`config.mk`:
```
export PLATFORM = sky130hd
export DESIGN_NAME = supply_monitor_control
export DESIGN_NICKNAME = d
export VERILOG_FILES = /design/src/rtl/supply_monitor_pkg.sv /design/src/rtl/supply_monitor_control.sv
export SDC_FILE = /design/constraint.sdc
export NUM_CORES = 1
export LEC_CHECK = 0
export BUFFER_PORTS_ARGS = -buffer_cell sky130_fd_sc_hd__buf_2
export CAP_MARGIN = 40
export CORE_MARGIN = 1.5
export CORE_UTILIZATION = 48
export DETAILED_ROUTE_END_ITERATION = 8
export PLACE_DENSITY = 0.82
export RECOVER_POWER = 25
export REMOVE_ABC_BUFFERS = 1
export SLEW_MARGIN = 10
export SYNTH_ARGS = -nofsm -noshare
export SYNTH_HDL_FRONTEND = slang
export SYNTH_SLANG_ARGS = --single-unit
```
`constraint.sdc`:
```
create_clock -name core_clk_in -period 1.8 [get_ports core_clk_in]
set_input_delay 0.36 -clock core_clk_in [delete_from_list [all_inputs] [get_ports core_clk_in]]
set_output_delay 0.36 -clock core_clk_in [all_outputs]
set_load 0.03 [all_outputs]
```
`src/rtl/supply_monitor_pkg.sv`:
```
// Operation
// [RULE1] Every reset reloads trip level, active mode, sleep mode and sample rate from fuse.
// [RULE2] Trip level and active mode are read-only; only the fuse sets them.
// [RULE3] Writing one to the warning interrupt enable switches the early-warning monitor on.
// [RULE4] Request an interrupt when supply crosses the warning level in the chosen direction.
// [RULE5] Monitor follows the detector; detector off keeps monitor inactive despite the enable.
// [RULE6] In sampled mode the monitor is evaluated only at the detector sample instants.
// [RULE7] Enabling with either-direction sets the flag at once; single directions need not.
// [RULE8] Margin code 0 is 5%, 1 is 15%, 2 is 25% above trip level.
// [RULE9] In sampled mode only direction code 1 can raise a warning interrupt; the code also sets the flag when enabling with code 2.
// [RULE10] The configured warning condition sets the flag in the interrupt flag register.
// [RULE11] Request is high while enable and flag are set, until the flag clears.
// [RULE12] Debug halt leaves the detector running; only warning interrupt service stops.
// [RULE13] Entering standby or power-down switches the detector to the sleep mode field.
// [RULE14] Waking from standby or power-down returns the detector to the active mode field.
// [RULE15] Software writes the unlock key, then the sleep field within four instructions.
// [RULE16] Sleep field writes without the unlock sequence are accepted but change nothing.
// [RULE17] Active mode: 0 off, 1 on, 2 sampled, 3 on with wake held until ready.
// [RULE18] Sleep mode: 0 off, 1 on, 2 sampled; code 3 reserved.
// [RULE19] Sample rate bit clear gives 1 kHz sampling, set gives 125 Hz.
// [RULE20] Three-bit trip level code selects detector level; 2 is lower, 7 higher.
// [RULE21] Detector control runs from the slow low-power oscillator clock; the code runs it from core_clk_in, taken as 100 MHz.
// [RULE22] Direction: 0 falling crossing, 1 rising crossing, 2 either; others reserved.
// [RULE23] Flag and below state update only while the detector is enabled; one means below.
// [RULE24] Writing one to the flag clears it; zero does nothing; a new event wins.
package supply_monitor_pkg;
   localparam int unsigned ADDR_W = 4;
   localparam int unsigned DATA_W = 8;

   localparam logic [3:0] OFS_DETECTOR_MODE_CONTROL     = 4'h0;
   localparam logic [3:0] OFS_DETECTOR_THRESHOLD        = 4'h1;
   localparam logic [3:0] OFS_MONITOR_LEVEL_CONTROL     = 4'h8;
   localparam logic [3:0] OFS_MONITOR_INTERRUPT_CONTROL = 4'h9;
   localparam logic [3:0] OFS_MONITOR_INTERRUPT_FLAG    = 4'hA;
   localparam logic [3:0] OFS_MONITOR_LEVEL_STATE       = 4'hB;

   // Field positions; sleep, active and rate bits are shared by the mode register and the fuse byte.
   localparam int unsigned SLEEP_LSB       = 0;
   localparam int unsigned ACTIVE_LSB      = 2;
   localparam int unsigned SAMPLE_RATE_BIT = 4;
   localparam int unsigned FUSE_LEVEL_LSB  = 5;
   localparam int unsigned LEVEL_LSB       = 0;
   localparam int unsigned MARGIN_LSB      = 0;
   localparam int unsigned IRQ_ENABLE_BIT  = 0;
   localparam int unsigned DIRECTION_LSB   = 1;
   localparam int unsigned FLAG_BIT        = 0;
   localparam int unsigned BELOW_BIT       = 0;

   localparam logic [1:0] MARGIN_RESET    = 2'h0;
   localparam logic [1:0] DIRECTION_RESET = 2'h0;

   typedef enum logic [1:0] {
      MODE_OFF     = 2'h0,
      MODE_ON      = 2'h1,
      MODE_SAMPLED = 2'h2,
      MODE_ON_WAIT = 2'h3
   } det_mode_type;

   typedef enum logic [1:0] {
      DIR_FALL   = 2'h0,
      DIR_RISE   = 2'h1,
      DIR_EITHER = 2'h2
   } direction_type;

   typedef enum logic [1:0] {
      MARGIN_5PCT  = 2'h0,
      MARGIN_15PCT = 2'h1,
      MARGIN_25PCT = 2'h2
   } margin_type;

   // Fuse capture sequence, Gray coded.
   typedef enum logic [1:0] {
      LOAD_SYNC1 = 2'h0,
      LOAD_SYNC2 = 2'h1,
      LOAD_TAKE  = 2'h3,
      RUN        = 2'h2
   } load_phase_type;

   localparam int unsigned CLK_FREQ_HZ         = 100_000_000;
   localparam int unsigned SAMPLE_FAST_HZ      = 1000;
   localparam int unsigned SAMPLE_SLOW_HZ      = 125;
   localparam int unsigned SAMPLE_FAST_CYCLES  = CLK_FREQ_HZ / SAMPLE_FAST_HZ;
   localparam int unsigned SAMPLE_SLOW_CYCLES  = CLK_FREQ_HZ / SAMPLE_SLOW_HZ;
   localparam int unsigned SAMPLE_CNT_W        = 20;
   localparam int unsigned UNLOCK_INSTRUCTIONS = 4;
   localparam logic [2:0]  UNLOCK_WINDOW       = 3'(UNLOCK_INSTRUCTIONS);
endpackage : supply_monitor_pkg

```
`src/rtl/supply_monitor_control.sv`:
```
`timescale 1ns/1ps
`default_nettype none
module supply_monitor_control
#(
   parameter int unsigned SAMPLE_FAST_CYCLES = supply_monitor_pkg::SAMPLE_FAST_CYCLES,
   parameter int unsigned SAMPLE_SLOW_CYCLES = supply_monitor_pkg::SAMPLE_SLOW_CYCLES
)
(
   input  wire logic       core_clk_in,
   input  wire logic       resetn_in,
   input  wire logic [7:0] detector_fuse_byte_in,
   input  wire logic       warn_below_raw_in,
   input  wire logic       detector_ready_raw_in,
   input  wire logic       deep_sleep_in,
   input  wire logic       debug_halt_in,
   input  wire logic       register_unlock_key_in,
   input  wire logic [3:0] addr_in,
   input  wire logic [7:0] wr_data_in,
   input  wire logic       wr_strobe_in,
   input  wire logic       rd_strobe_in,
   output logic      [7:0] rd_data_out,
   output logic            detector_enable_out,
   output logic            detector_sample_out,
   output logic      [2:0] trip_level_sel_out,
   output logic      [1:0] warn_margin_sel_out,
   output logic            warn_monitor_on_out,
   output logic            wake_hold_out,
   output logic            warn_irq_out
);

   // The clock is core_clk_in, taken as 100 MHz, not the slow low-power oscillator; its rate sets the sample counts. (see [RULE21])
   typedef struct packed {
      supply_monitor_pkg::load_phase_type phase;
      logic [7:0]                         fuse_meta;
      logic [7:0]                         fuse_sync;
      logic                               below_meta;
      logic                               below_sync;
      logic                               ready_meta;
      logic                               ready_sync;
      logic                               sample_rate;
      logic [1:0]                         active_mode;
      logic [1:0]                         sleep_mode;
      logic [2:0]                         trip_level;
      logic [1:0]                         margin;
      logic [1:0]                         direction;
      logic                               irq_enable;
      logic                               flag;
      logic                               below_state;
      logic [2:0]                         unlock_cnt;
      logic [supply_monitor_pkg::SAMPLE_CNT_W-1:0] sample_cnt;
      logic                               sample_pulse;
      logic                               in_sleep;
      logic                               wake_hold;
      logic                               det_active;
      logic                               mon_active;
      logic                               irq_req;
      logic [7:0]                         rd_data;
   } state_type;

   state_type s_ff;
   state_type nxt_s;

   logic [1:0]                                  cur_mode;
   logic                                        det_on;
   logic                                        sampled;
   logic                                        mon_on;
   logic                                        evaluate;
   logic                                        fell;
   logic                                        rose;
   logic                                        trigger;
   logic                                        enable_set;
   logic                                        flag_clear;
   logic                                        running;
   logic [supply_monitor_pkg::SAMPLE_CNT_W-1:0] sample_last;

   always_comb
   begin
      nxt_s = s_ff;
      running = (s_ff.phase == supply_monitor_pkg::RUN);

      nxt_s.fuse_meta  = detector_fuse_byte_in;
      nxt_s.fuse_sync  = s_ff.fuse_meta;
      nxt_s.below_meta = warn_below_raw_in;
      nxt_s.below_sync = s_ff.below_meta;
      nxt_s.ready_meta = detector_ready_raw_in;
      nxt_s.ready_sync = s_ff.ready_meta;

      // The fuse byte is taken only after it has passed the synchroniser. (see [RULE1])
      case (s_ff.phase)
         supply_monitor_pkg::LOAD_SYNC1:
         begin
            nxt_s.phase = supply_monitor_pkg::LOAD_SYNC2;
         end
         supply_monitor_pkg::LOAD_SYNC2:
         begin
            nxt_s.phase = supply_monitor_pkg::LOAD_TAKE;
         end
         supply_monitor_pkg::LOAD_TAKE:
         begin
            nxt_s.phase       = supply_monitor_pkg::RUN;
            nxt_s.sample_rate = s_ff.fuse_sync[supply_monitor_pkg::SAMPLE_RATE_BIT];
            nxt_s.active_mode = s_ff.fuse_sync[supply_monitor_pkg::ACTIVE_LSB +: 2];
            nxt_s.sleep_mode  = s_ff.fuse_sync[supply_monitor_pkg::SLEEP_LSB +: 2];
            nxt_s.trip_level  = s_ff.fuse_sync[supply_monitor_pkg::FUSE_LEVEL_LSB +: 3];
         end
         supply_monitor_pkg::RUN:
         begin
            nxt_s.phase = supply_monitor_pkg::RUN;
         end
         default:
         begin
            nxt_s.phase = supply_monitor_pkg::LOAD_SYNC1;
         end
      endcase

      // Sleep selects the sleep field, waking returns to the active field. (see [RULE13]) (see [RULE14])
      nxt_s.in_sleep = deep_sleep_in;
      cur_mode = s_ff.in_sleep ? s_ff.sleep_mode : s_ff.active_mode;
      // Reserved sleep code 3 is treated as off so it never turns the detector on blindly.
      det_on = running && (cur_mode != supply_monitor_pkg::MODE_OFF) &&
               !(s_ff.in_sleep && (cur_mode == supply_monitor_pkg::MODE_ON_WAIT)); // see [RULE17] see [RULE18]
      sampled = det_on && (cur_mode == supply_monitor_pkg::MODE_SAMPLED);

      // Sample period follows the rate bit. (see [RULE19])
      sample_last = s_ff.sample_rate ?
                    supply_monitor_pkg::SAMPLE_CNT_W'(SAMPLE_SLOW_CYCLES - 1) :
                    supply_monitor_pkg::SAMPLE_CNT_W'(SAMPLE_FAST_CYCLES - 1);
      nxt_s.sample_pulse = 1'b0;
      if (!sampled)
      begin
         nxt_s.sample_cnt = '0;
      end
      else if (s_ff.sample_cnt >= sample_last)
      begin
         nxt_s.sample_cnt   = '0;
         nxt_s.sample_pulse = 1'b1;
      end
      else
      begin
         nxt_s.sample_cnt = s_ff.sample_cnt + 1'b1;
      end

      // Mode 3 after wake holds the wake-up until the detector reports ready; set wins.
      if (s_ff.wake_hold && s_ff.ready_sync)
      begin
         nxt_s.wake_hold = 1'b0;
      end
      if (running && s_ff.in_sleep && !deep_sleep_in &&
          (s_ff.active_mode == supply_monitor_pkg::MODE_ON_WAIT))
      begin
         nxt_s.wake_hold = 1'b1; // see [RULE17]
      end

      // Monitor needs both the detector and its enable. (see [RULE3]) (see [RULE5])
      mon_on   = det_on && s_ff.irq_enable;
      // Sampled mode evaluates only on the detector's sample pulse. (see [RULE6])
      evaluate = det_on && (!sampled || s_ff.sample_pulse);
      // Below state only moves while the detector is on. (see [RULE23])
      if (evaluate)
      begin
         nxt_s.below_state = s_ff.below_sync;
      end
      fell = evaluate && !s_ff.below_state && s_ff.below_sync;
      rose = evaluate && s_ff.below_state && !s_ff.below_sync;

      trigger = 1'b0;
      if (mon_on && sampled)
      begin
         trigger = (s_ff.direction == supply_monitor_pkg::DIR_RISE) && rose; // see [RULE9]
      end
      else if (mon_on)
      begin
         case (s_ff.direction) // see [RULE4] see [RULE22]
            supply_monitor_pkg::DIR_FALL:   trigger = fell;
            supply_monitor_pkg::DIR_RISE:   trigger = rose;
            supply_monitor_pkg::DIR_EITHER: trigger = fell || rose;
            default:                        trigger = 1'b0;
         endcase
      end

      // Register writes; unmapped offsets are ignored.
      enable_set = 1'b0;
      flag_clear = 1'b0;
      if (s_ff.unlock_cnt != 3'h0)
      begin
         nxt_s.unlock_cnt = s_ff.unlock_cnt - 3'h1;
      end
      if (wr_strobe_in && running)
      begin
         case (addr_in)
            supply_monitor_pkg::OFS_DETECTOR_MODE_CONTROL:
            begin
               // Only the sleep field is writable, and only inside the unlock window.
               if (s_ff.unlock_cnt != 3'h0)
               begin
                  nxt_s.sleep_mode = wr_data_in[supply_monitor_pkg::SLEEP_LSB +: 2]; // see [RULE15]
                  nxt_s.unlock_cnt = 3'h0;
               end
               // Trip level, active mode and rate are never taken from the bus. (see [RULE2]) (see [RULE16])
            end
            supply_monitor_pkg::OFS_MONITOR_LEVEL_CONTROL:
            begin
               nxt_s.margin = wr_data_in[supply_monitor_pkg::MARGIN_LSB +: 2]; // see [RULE8]
            end
            supply_monitor_pkg::OFS_MONITOR_INTERRUPT_CONTROL:
            begin
               nxt_s.irq_enable = wr_data_in[supply_monitor_pkg::IRQ_ENABLE_BIT]; // see [RULE3]
               nxt_s.direction  = wr_data_in[supply_monitor_pkg::DIRECTION_LSB +: 2];
               enable_set = det_on && !s_ff.irq_enable &&
                            wr_data_in[supply_monitor_pkg::IRQ_ENABLE_BIT] &&
                            (wr_data_in[supply_monitor_pkg::DIRECTION_LSB +: 2] ==
                             supply_monitor_pkg::DIR_EITHER); // see [RULE7]
            end
            supply_monitor_pkg::OFS_MONITOR_INTERRUPT_FLAG:
            begin
               flag_clear = wr_data_in[supply_monitor_pkg::FLAG_BIT]; // see [RULE24]
            end
            default:
            begin
               flag_clear = 1'b0;
            end
         endcase
      end
      // A key arriving now opens a fresh window for the following cycles.
      if (register_unlock_key_in)
      begin
         nxt_s.unlock_cnt = supply_monitor_pkg::UNLOCK_WINDOW; // see [RULE15]
      end

      // A new event in the clearing cycle survives the clear. (see [RULE10]) (see [RULE24])
      nxt_s.flag = (s_ff.flag && !flag_clear) || trigger || enable_set;

      // Halt only masks the request; flag and detector keep running. (see [RULE11]) (see [RULE12])
      nxt_s.irq_req    = nxt_s.irq_enable && nxt_s.flag && !debug_halt_in;
      nxt_s.det_active = det_on;
      nxt_s.mon_active = mon_on;

      nxt_s.rd_data = 8'h00;
      if (rd_strobe_in)
      begin
         case (addr_in)
            supply_monitor_pkg::OFS_DETECTOR_MODE_CONTROL:
            begin
               nxt_s.rd_data[supply_monitor_pkg::SAMPLE_RATE_BIT]   = s_ff.sample_rate;
               nxt_s.rd_data[supply_monitor_pkg::ACTIVE_LSB +: 2]  = s_ff.active_mode;
               nxt_s.rd_data[supply_monitor_pkg::SLEEP_LSB +: 2]   = s_ff.sleep_mode;
            end
            supply_monitor_pkg::OFS_DETECTOR_THRESHOLD:
            begin
               nxt_s.rd_data[supply_monitor_pkg::LEVEL_LSB +: 3] = s_ff.trip_level; // see [RULE20]
            end
            supply_monitor_pkg::OFS_MONITOR_LEVEL_CONTROL:
            begin
               nxt_s.rd_data[supply_monitor_pkg::MARGIN_LSB +: 2] = s_ff.margin;
            end
            supply_monitor_pkg::OFS_MONITOR_INTERRUPT_CONTROL:
            begin
               nxt_s.rd_data[supply_monitor_pkg::IRQ_ENABLE_BIT]     = s_ff.irq_enable;
               nxt_s.rd_data[supply_monitor_pkg::DIRECTION_LSB +: 2] = s_ff.direction;
            end
            supply_monitor_pkg::OFS_MONITOR_INTERRUPT_FLAG:
            begin
               nxt_s.rd_data[supply_monitor_pkg::FLAG_BIT] = s_ff.flag;
            end
            supply_monitor_pkg::OFS_MONITOR_LEVEL_STATE:
            begin
               nxt_s.rd_data[supply_monitor_pkg::BELOW_BIT] = s_ff.below_state; // see [RULE23]
            end
            default:
            begin
               nxt_s.rd_data = 8'h00;
            end
         endcase
      end
   end

   always_ff @(posedge core_clk_in or negedge resetn_in)
   begin
      if (!resetn_in)
      begin
         s_ff           <= '0;
         s_ff.phase     <= supply_monitor_pkg::LOAD_SYNC1;
         s_ff.margin    <= supply_monitor_pkg::MARGIN_RESET;
         s_ff.direction <= supply_monitor_pkg::DIRECTION_RESET;
      end
      else
      begin
         s_ff <= nxt_s;
      end
   end

   assign rd_data_out         = s_ff.rd_data;
   assign detector_enable_out = s_ff.det_active;
   assign detector_sample_out = s_ff.sample_pulse;
   assign trip_level_sel_out  = s_ff.trip_level;
   assign warn_margin_sel_out = s_ff.margin;
   assign warn_monitor_on_out = s_ff.mon_active;
   assign wake_hold_out       = s_ff.wake_hold;
   assign warn_irq_out        = s_ff.irq_req;

endmodule : supply_monitor_control
`default_nettype wire

```
== Word level (Yosys, flattened, before mapping) ==
Cells that the tools add are included.

* Bits in registers: 74
* Bits of input ports: 29
* Output and inout port bits: 18

* Add/sub/neg operators: 2
* Order comparisons: 1
* Equality and inequality tests: 14
* Mux-type cells: 32
* Reductions and logical operators: 44

{| class="wikitable"
|+ Operator list
! kind !! count
|-
| two-way mux 20 bit || 3
|-
| logical AND 1 bit || 23
|-
| adder 20 x 1 -> 20 bit (second input constant) || 1
|-
| greater-or-equal comparator 20 bit || 1
|-
| equality test 4 bit (second input constant) || 4
|-
| two-way mux 3 bit || 5
|-
| equality test 2 bit (second input constant) || 7
|-
| two-way mux 1 bit || 12
|-
| two-way mux 2 bit || 5
|-
| two-way mux 5 bit || 2
|-
| zero test 1 bit || 8
|-
| case mux 1 bit (3 select lines) || 2
|-
| case mux 1 bit (6 select lines) || 1
|-
| case mux 2 bit (3 select lines) || 1
|-
| equality test 2 x 1 -> 1 bit (second input constant) || 2
|-
| equality test 4 x 1 -> 1 bit (second input constant) || 1
|-
| zero test 2 bit || 2
|-
| zero test 4 bit || 1
|-
| logical OR 1 bit || 4
|-
| case mux 1 bit (4 select lines) || 1
|-
| AND reduction 2 bit || 2
|-
| nonzero test 2 bit || 2
|-
| nonzero test 3 bit || 1
|-
| subtractor 3 x 1 -> 3 bit (second input constant) || 1
|-
| OR reduction 2 bit || 1
|}

== Logic depth before layout (Yosys ltp) ==
* Depth after elaboration: 19
* Gate-level depth with buffers: 8
* Depth with buffers taken out: 7

== Least setup slack after synthesis ==
Ideal clock, no wire load.

* Path kind: flip-flop to flip-flop
* From: register s_ff[30] (netlist name)
* To: register s_ff[32] (netlist name)
* Setup time: 0.078 ns
* Arrival time: 1.815 ns
* Required time: 1.722 ns
* Setup slack: -0.094 ns
* Cell stages (with the launch flop): 8
* Buffers on the path: 1
* Period minus slack after synthesis: 1.894 ns
* Cells stage by stage: dfrtp_1 ha_1 a2111oi_0 o221ai_1 a31oi_1 nand2b_1 clkbuf_1 a21oi_1

{| class="wikitable"
|+ RTL lines
! element !! RTL line !! source
|-
| from (decl) || supply_monitor_control.sv:60 || <nowiki>state_type s_ff;</nowiki>
|-
| from (signal assigned) || supply_monitor_control.sv:288 || <nowiki>s_ff <= nxt_s;</nowiki>
|}

==> metrics.md <==
| Metric | Value |
|---|---|
| EDFF count, synth | `0` |
| Post-synthesis xor/xnor area fraction | `4.916%` |
| Worst setup EP type | `flip-flop` |
| Worst-Margin Slew | `~1500 ps` |
| Yosys warning count | `0` |
| Maxcap violations | `0` |
| Post-synth ARST share | `100.0%` |
| Clk pin slew, worst setup/hold paths | `80 ps` |
| Dpl ws | `-204.6 ps` |
| Clock tree buffer depth | `2` |
| Period utilization | `110.1%` |
| Quantity of I/O buffers inserted on ports | `38` |
| RSZ-0062 raised after global routing | `true` |
| Antenna diodes | `0` |
| Final Non-Filler Cells | `414` |
| DRC | `0` |
| Setup Skew | `10.85 ps` |
| Slew HR | `0.8851%` |
| Worst path cell trace | `inv_4 > buf_6 > ha_4 > nand4_1 > o221ai_2 > a31oi_2 > nand2b_1 > buf_6 > nor2_2` |
| Crit path time final | `1982 ps` |
| DR vias/cell | `approximately 5.4` |
| Synthesized area per cell | `roughly 12 um2` |
| Proportion of synthesized area in mux cells | `6.555%` |
| Clock H-tree levels | `3` |
| Initial antenna violation count | `0` |
| Register area share after synthesis | `between 50% and 60%` |
| Congestion Overflow GR | `0` |
| Adder-Cell Fraction of Synth Area | `5.072%` |
| Critical path fanouts, max | `6` |
| Row cnt | `29` |
| Syn Std Cell Area | `roughly 3200 um2` |
| CTS Buf Count | `9` |
| Primary FF master, synth | `dfrtp_1` |
| Total GRT Usage | `19.58%` |
| Area growth syn-to-layout | `22.51%` |
| Final Net Count | `374` |
| CTS tree | `yes` |
| Largest net degree at the start of global routing | `72` |
| DR WL/cell | `15.59 um` |
| Root buf cell | `clkbuf_8` |
| Die width | `84.74 um` |
| Starting density of the core | `50.22%` |
| Critical path type | `flip-flop to flip-flop` |
| Pwr dens | `982.5 nW/um2` |
| Total wire length | `6453 um` |
| Compound-gate portion of the synthesized area | `about 6.3%` |
| Die height | `84.74 um` |
| Slack of the critical path | `-182.2 ps` |
| Initial DRC Count | `231` |
| Share of layout cells above drive strength 1 | `a little under two fifths` |
| Hold Slack | `between 100 and 150 ps` |
| Simple-Gate Fraction of Synth Area | `between 15 and 20%` |
| Post-detail-place hpwl | `4380 um` |
| Synth top area cells | `dfrtp_1, ha_1, mux2_2, nor2_1, buf_4` |
| First-pass GRT wire length | `roughly 11,000 um` |
| Total negative slack | `-3465 ps` |
| Area share of the largest cell type after synthesis | `55.40%` |
| Final Instance Area | `3929 um2` |
| DR vias | `2,244` |
| Failing checks | `negative setup slack` |
| Antenna-violating nets left | `0` |
| Fin. max-slew vios | `0` |
| Mapped Cells | `approximately 280` |
| I/O pin count | `47` |
| Clk sinks | `71` |
| Critical Path Max Stage Delay | `approximately 450 ps` |
| First-pass DRT Iterations | `4` |
| FF+latch count, synth | `a little over 70` |
| Total Power | `~3.9 mW` |
| VDD IR max | `0.0007600 V` |
| Critical Path RT | `2030 ps` |
| DIE AREA | `approximately 7200 um2` |
| Routability cong. | `0.8422` |
| Placed cells | `393` |
| CP Buf/Inv Count | `3` |
| Core area | `6386 um2` |
| Final hold vios | `0` |
| Min-delay worst type | `primary input to flip-flop` |
| Final Core Density | `between 60% and 70%` |
| Maximum clock rate | `approximately 0.5 GHz` |
| Distinct cells, synth | `47` |
| Largest family of logic cells by synthesized area | `simple AND/OR/NAND/NOR gates` |
| Number of global-route vias before repair | `between 2,000 and 2,500` |
| Post-synth top area cell | `dfrtp_1` |
| CP top delay family | `flip-flops` |
| Status | `finished with violations` |
| Lkg Pwr | `roughly 1.8 nW` |
| Placement-stage cell area | `3527 um2` |
| CP most frequent cell | `buf_6` |
| Clk_lat worst skew | `between 300 and 400 ps` |
| CP startpoint kind | `flip-flop` |
| Final setup viols | `21` |
| Crit path DAT | `2210 ps` |
| Hold buffer count at CTS | `0` |
| Slowest stage cell, crit path | `dfrtp_2` |
## synthesized netlist by cell type (all sizes together) (2+ instances only)
cell and count:
nor2b 3, nand3 8, nor4bb 2, a22oi 3, o221ai 2, mux2 14, a21oi 4, mux2i 3
dfrtp 71, nor3b 2, ha 13, nand2b 5, and3 4, nand4b 2, nor4 3, xor2 12
o21ai 7, buf 15, a211oi 3, nor2 33, nor3 5, or2 2, and2 2, nand2 13
clkbuf 3, o21a 2, inv 10, xnor2 6, nand4 10
## power by group
| part | switching (mW) | internal, mW |
|---|---|---|
| clock | 0.643 | 0.659 |
| sequential | 0.118 | 1.75 |
| combinational | 0.389 | 0.306 |
## logic make-up (layout without fill, tap and decap cells)
kind of cell,Yosys count,count (layout)
other,1,3
AOI/OAI and AO/OA,29,29
muxes,18,18
and+or+nand+nor,98,98
DFF,71,71
adders and majority gates,13,13
buffers and inverters,28,87
xor gates and xnor gates,18,18
## layout by cell type (no fill, tap or decap), types with 3 or more instances in the layout
master / n
mux2_2: 14
nand2b_1: 5
buf_4: 17
nand4_1: 10
and3_1: 4
conb_1: 3
nor2_2: 10
nor2_1: 23
nor3_1: 4
nand2_1: 13
mux2i_1: 3
dfrtp_1: 70
clkbuf_8: 9
ha_1: 6
nor2b_1: 3
inv_1: 9
buf_2: 38
buf_6: 5
o21ai_0: 6
a22oi_1: 3
nand3_1: 7
xnor2_1: 6
xor2_1: 12
ha_4: 5
## per-layer routing
layer	wire length [um]	GRT usage [%]	up-vias
li1	-	-	1066
met1	2789	26.87	1098
met2	3214	29.44	71
met3	330	5.408	9
met4	119	8.358	0
met5	0	0	-
## path summary, 6_finish.rpt
path,start,end,slack (ps),depth (start not counted)
worst max-delay path,s_ff[51],s_ff[16],-180,9
worst min-delay path,detector_fuse_byte_in[6],nxt_s[62],110,1
worst max register to register,s_ff[51],s_ff[16],-180,9
worst min register to register,nxt_s[62],s_ff[62],350,0
max in group asynchronous,resetn_in,s_ff[51],340,2
min in group asynchronous,resetn_in,s_ff[28],470,2
## state kept, by name, summed over array words and instances, names as in the netlist, 2 cells and up
name / cells
s_ff: 46
nxt_s: 10
rd_data_out: 5
trip_level_sel_out: 3
warn_margin_sel_out: 2
## area by class of cell
type,instances,area (um2)
fill,481,2457
sequential,71,1778
tap,77,96.34
clock inverter,7,80.08
timing repair buffer,61,377.9
clock buffer,9,123.9
multi-input combinational,179,1433
inverter,10,40.04
## worst register-to-register path, delay by kind of cell, from the launching register on
| family | cells | cell delay (ps) |
|---|---|---|
| compound gates | 2 | 370 |
| flops | 1 | 450 |
| simple gates | 3 | 400 |
| buf+inv | 3 | 380 |
| fa+ha+maj | 1 | 270 |
## what timing repair did
action / 4_1_cts / 5_1_grt
gates resized for setup: 23 / 16
pin swaps: 3 / 8
gates cloned: 1 / 0
endpoints found under the setup margin: 20 / 22
buffers inserted: 3 / 1
No activity file was read; power rests on OpenSTA's default activity.
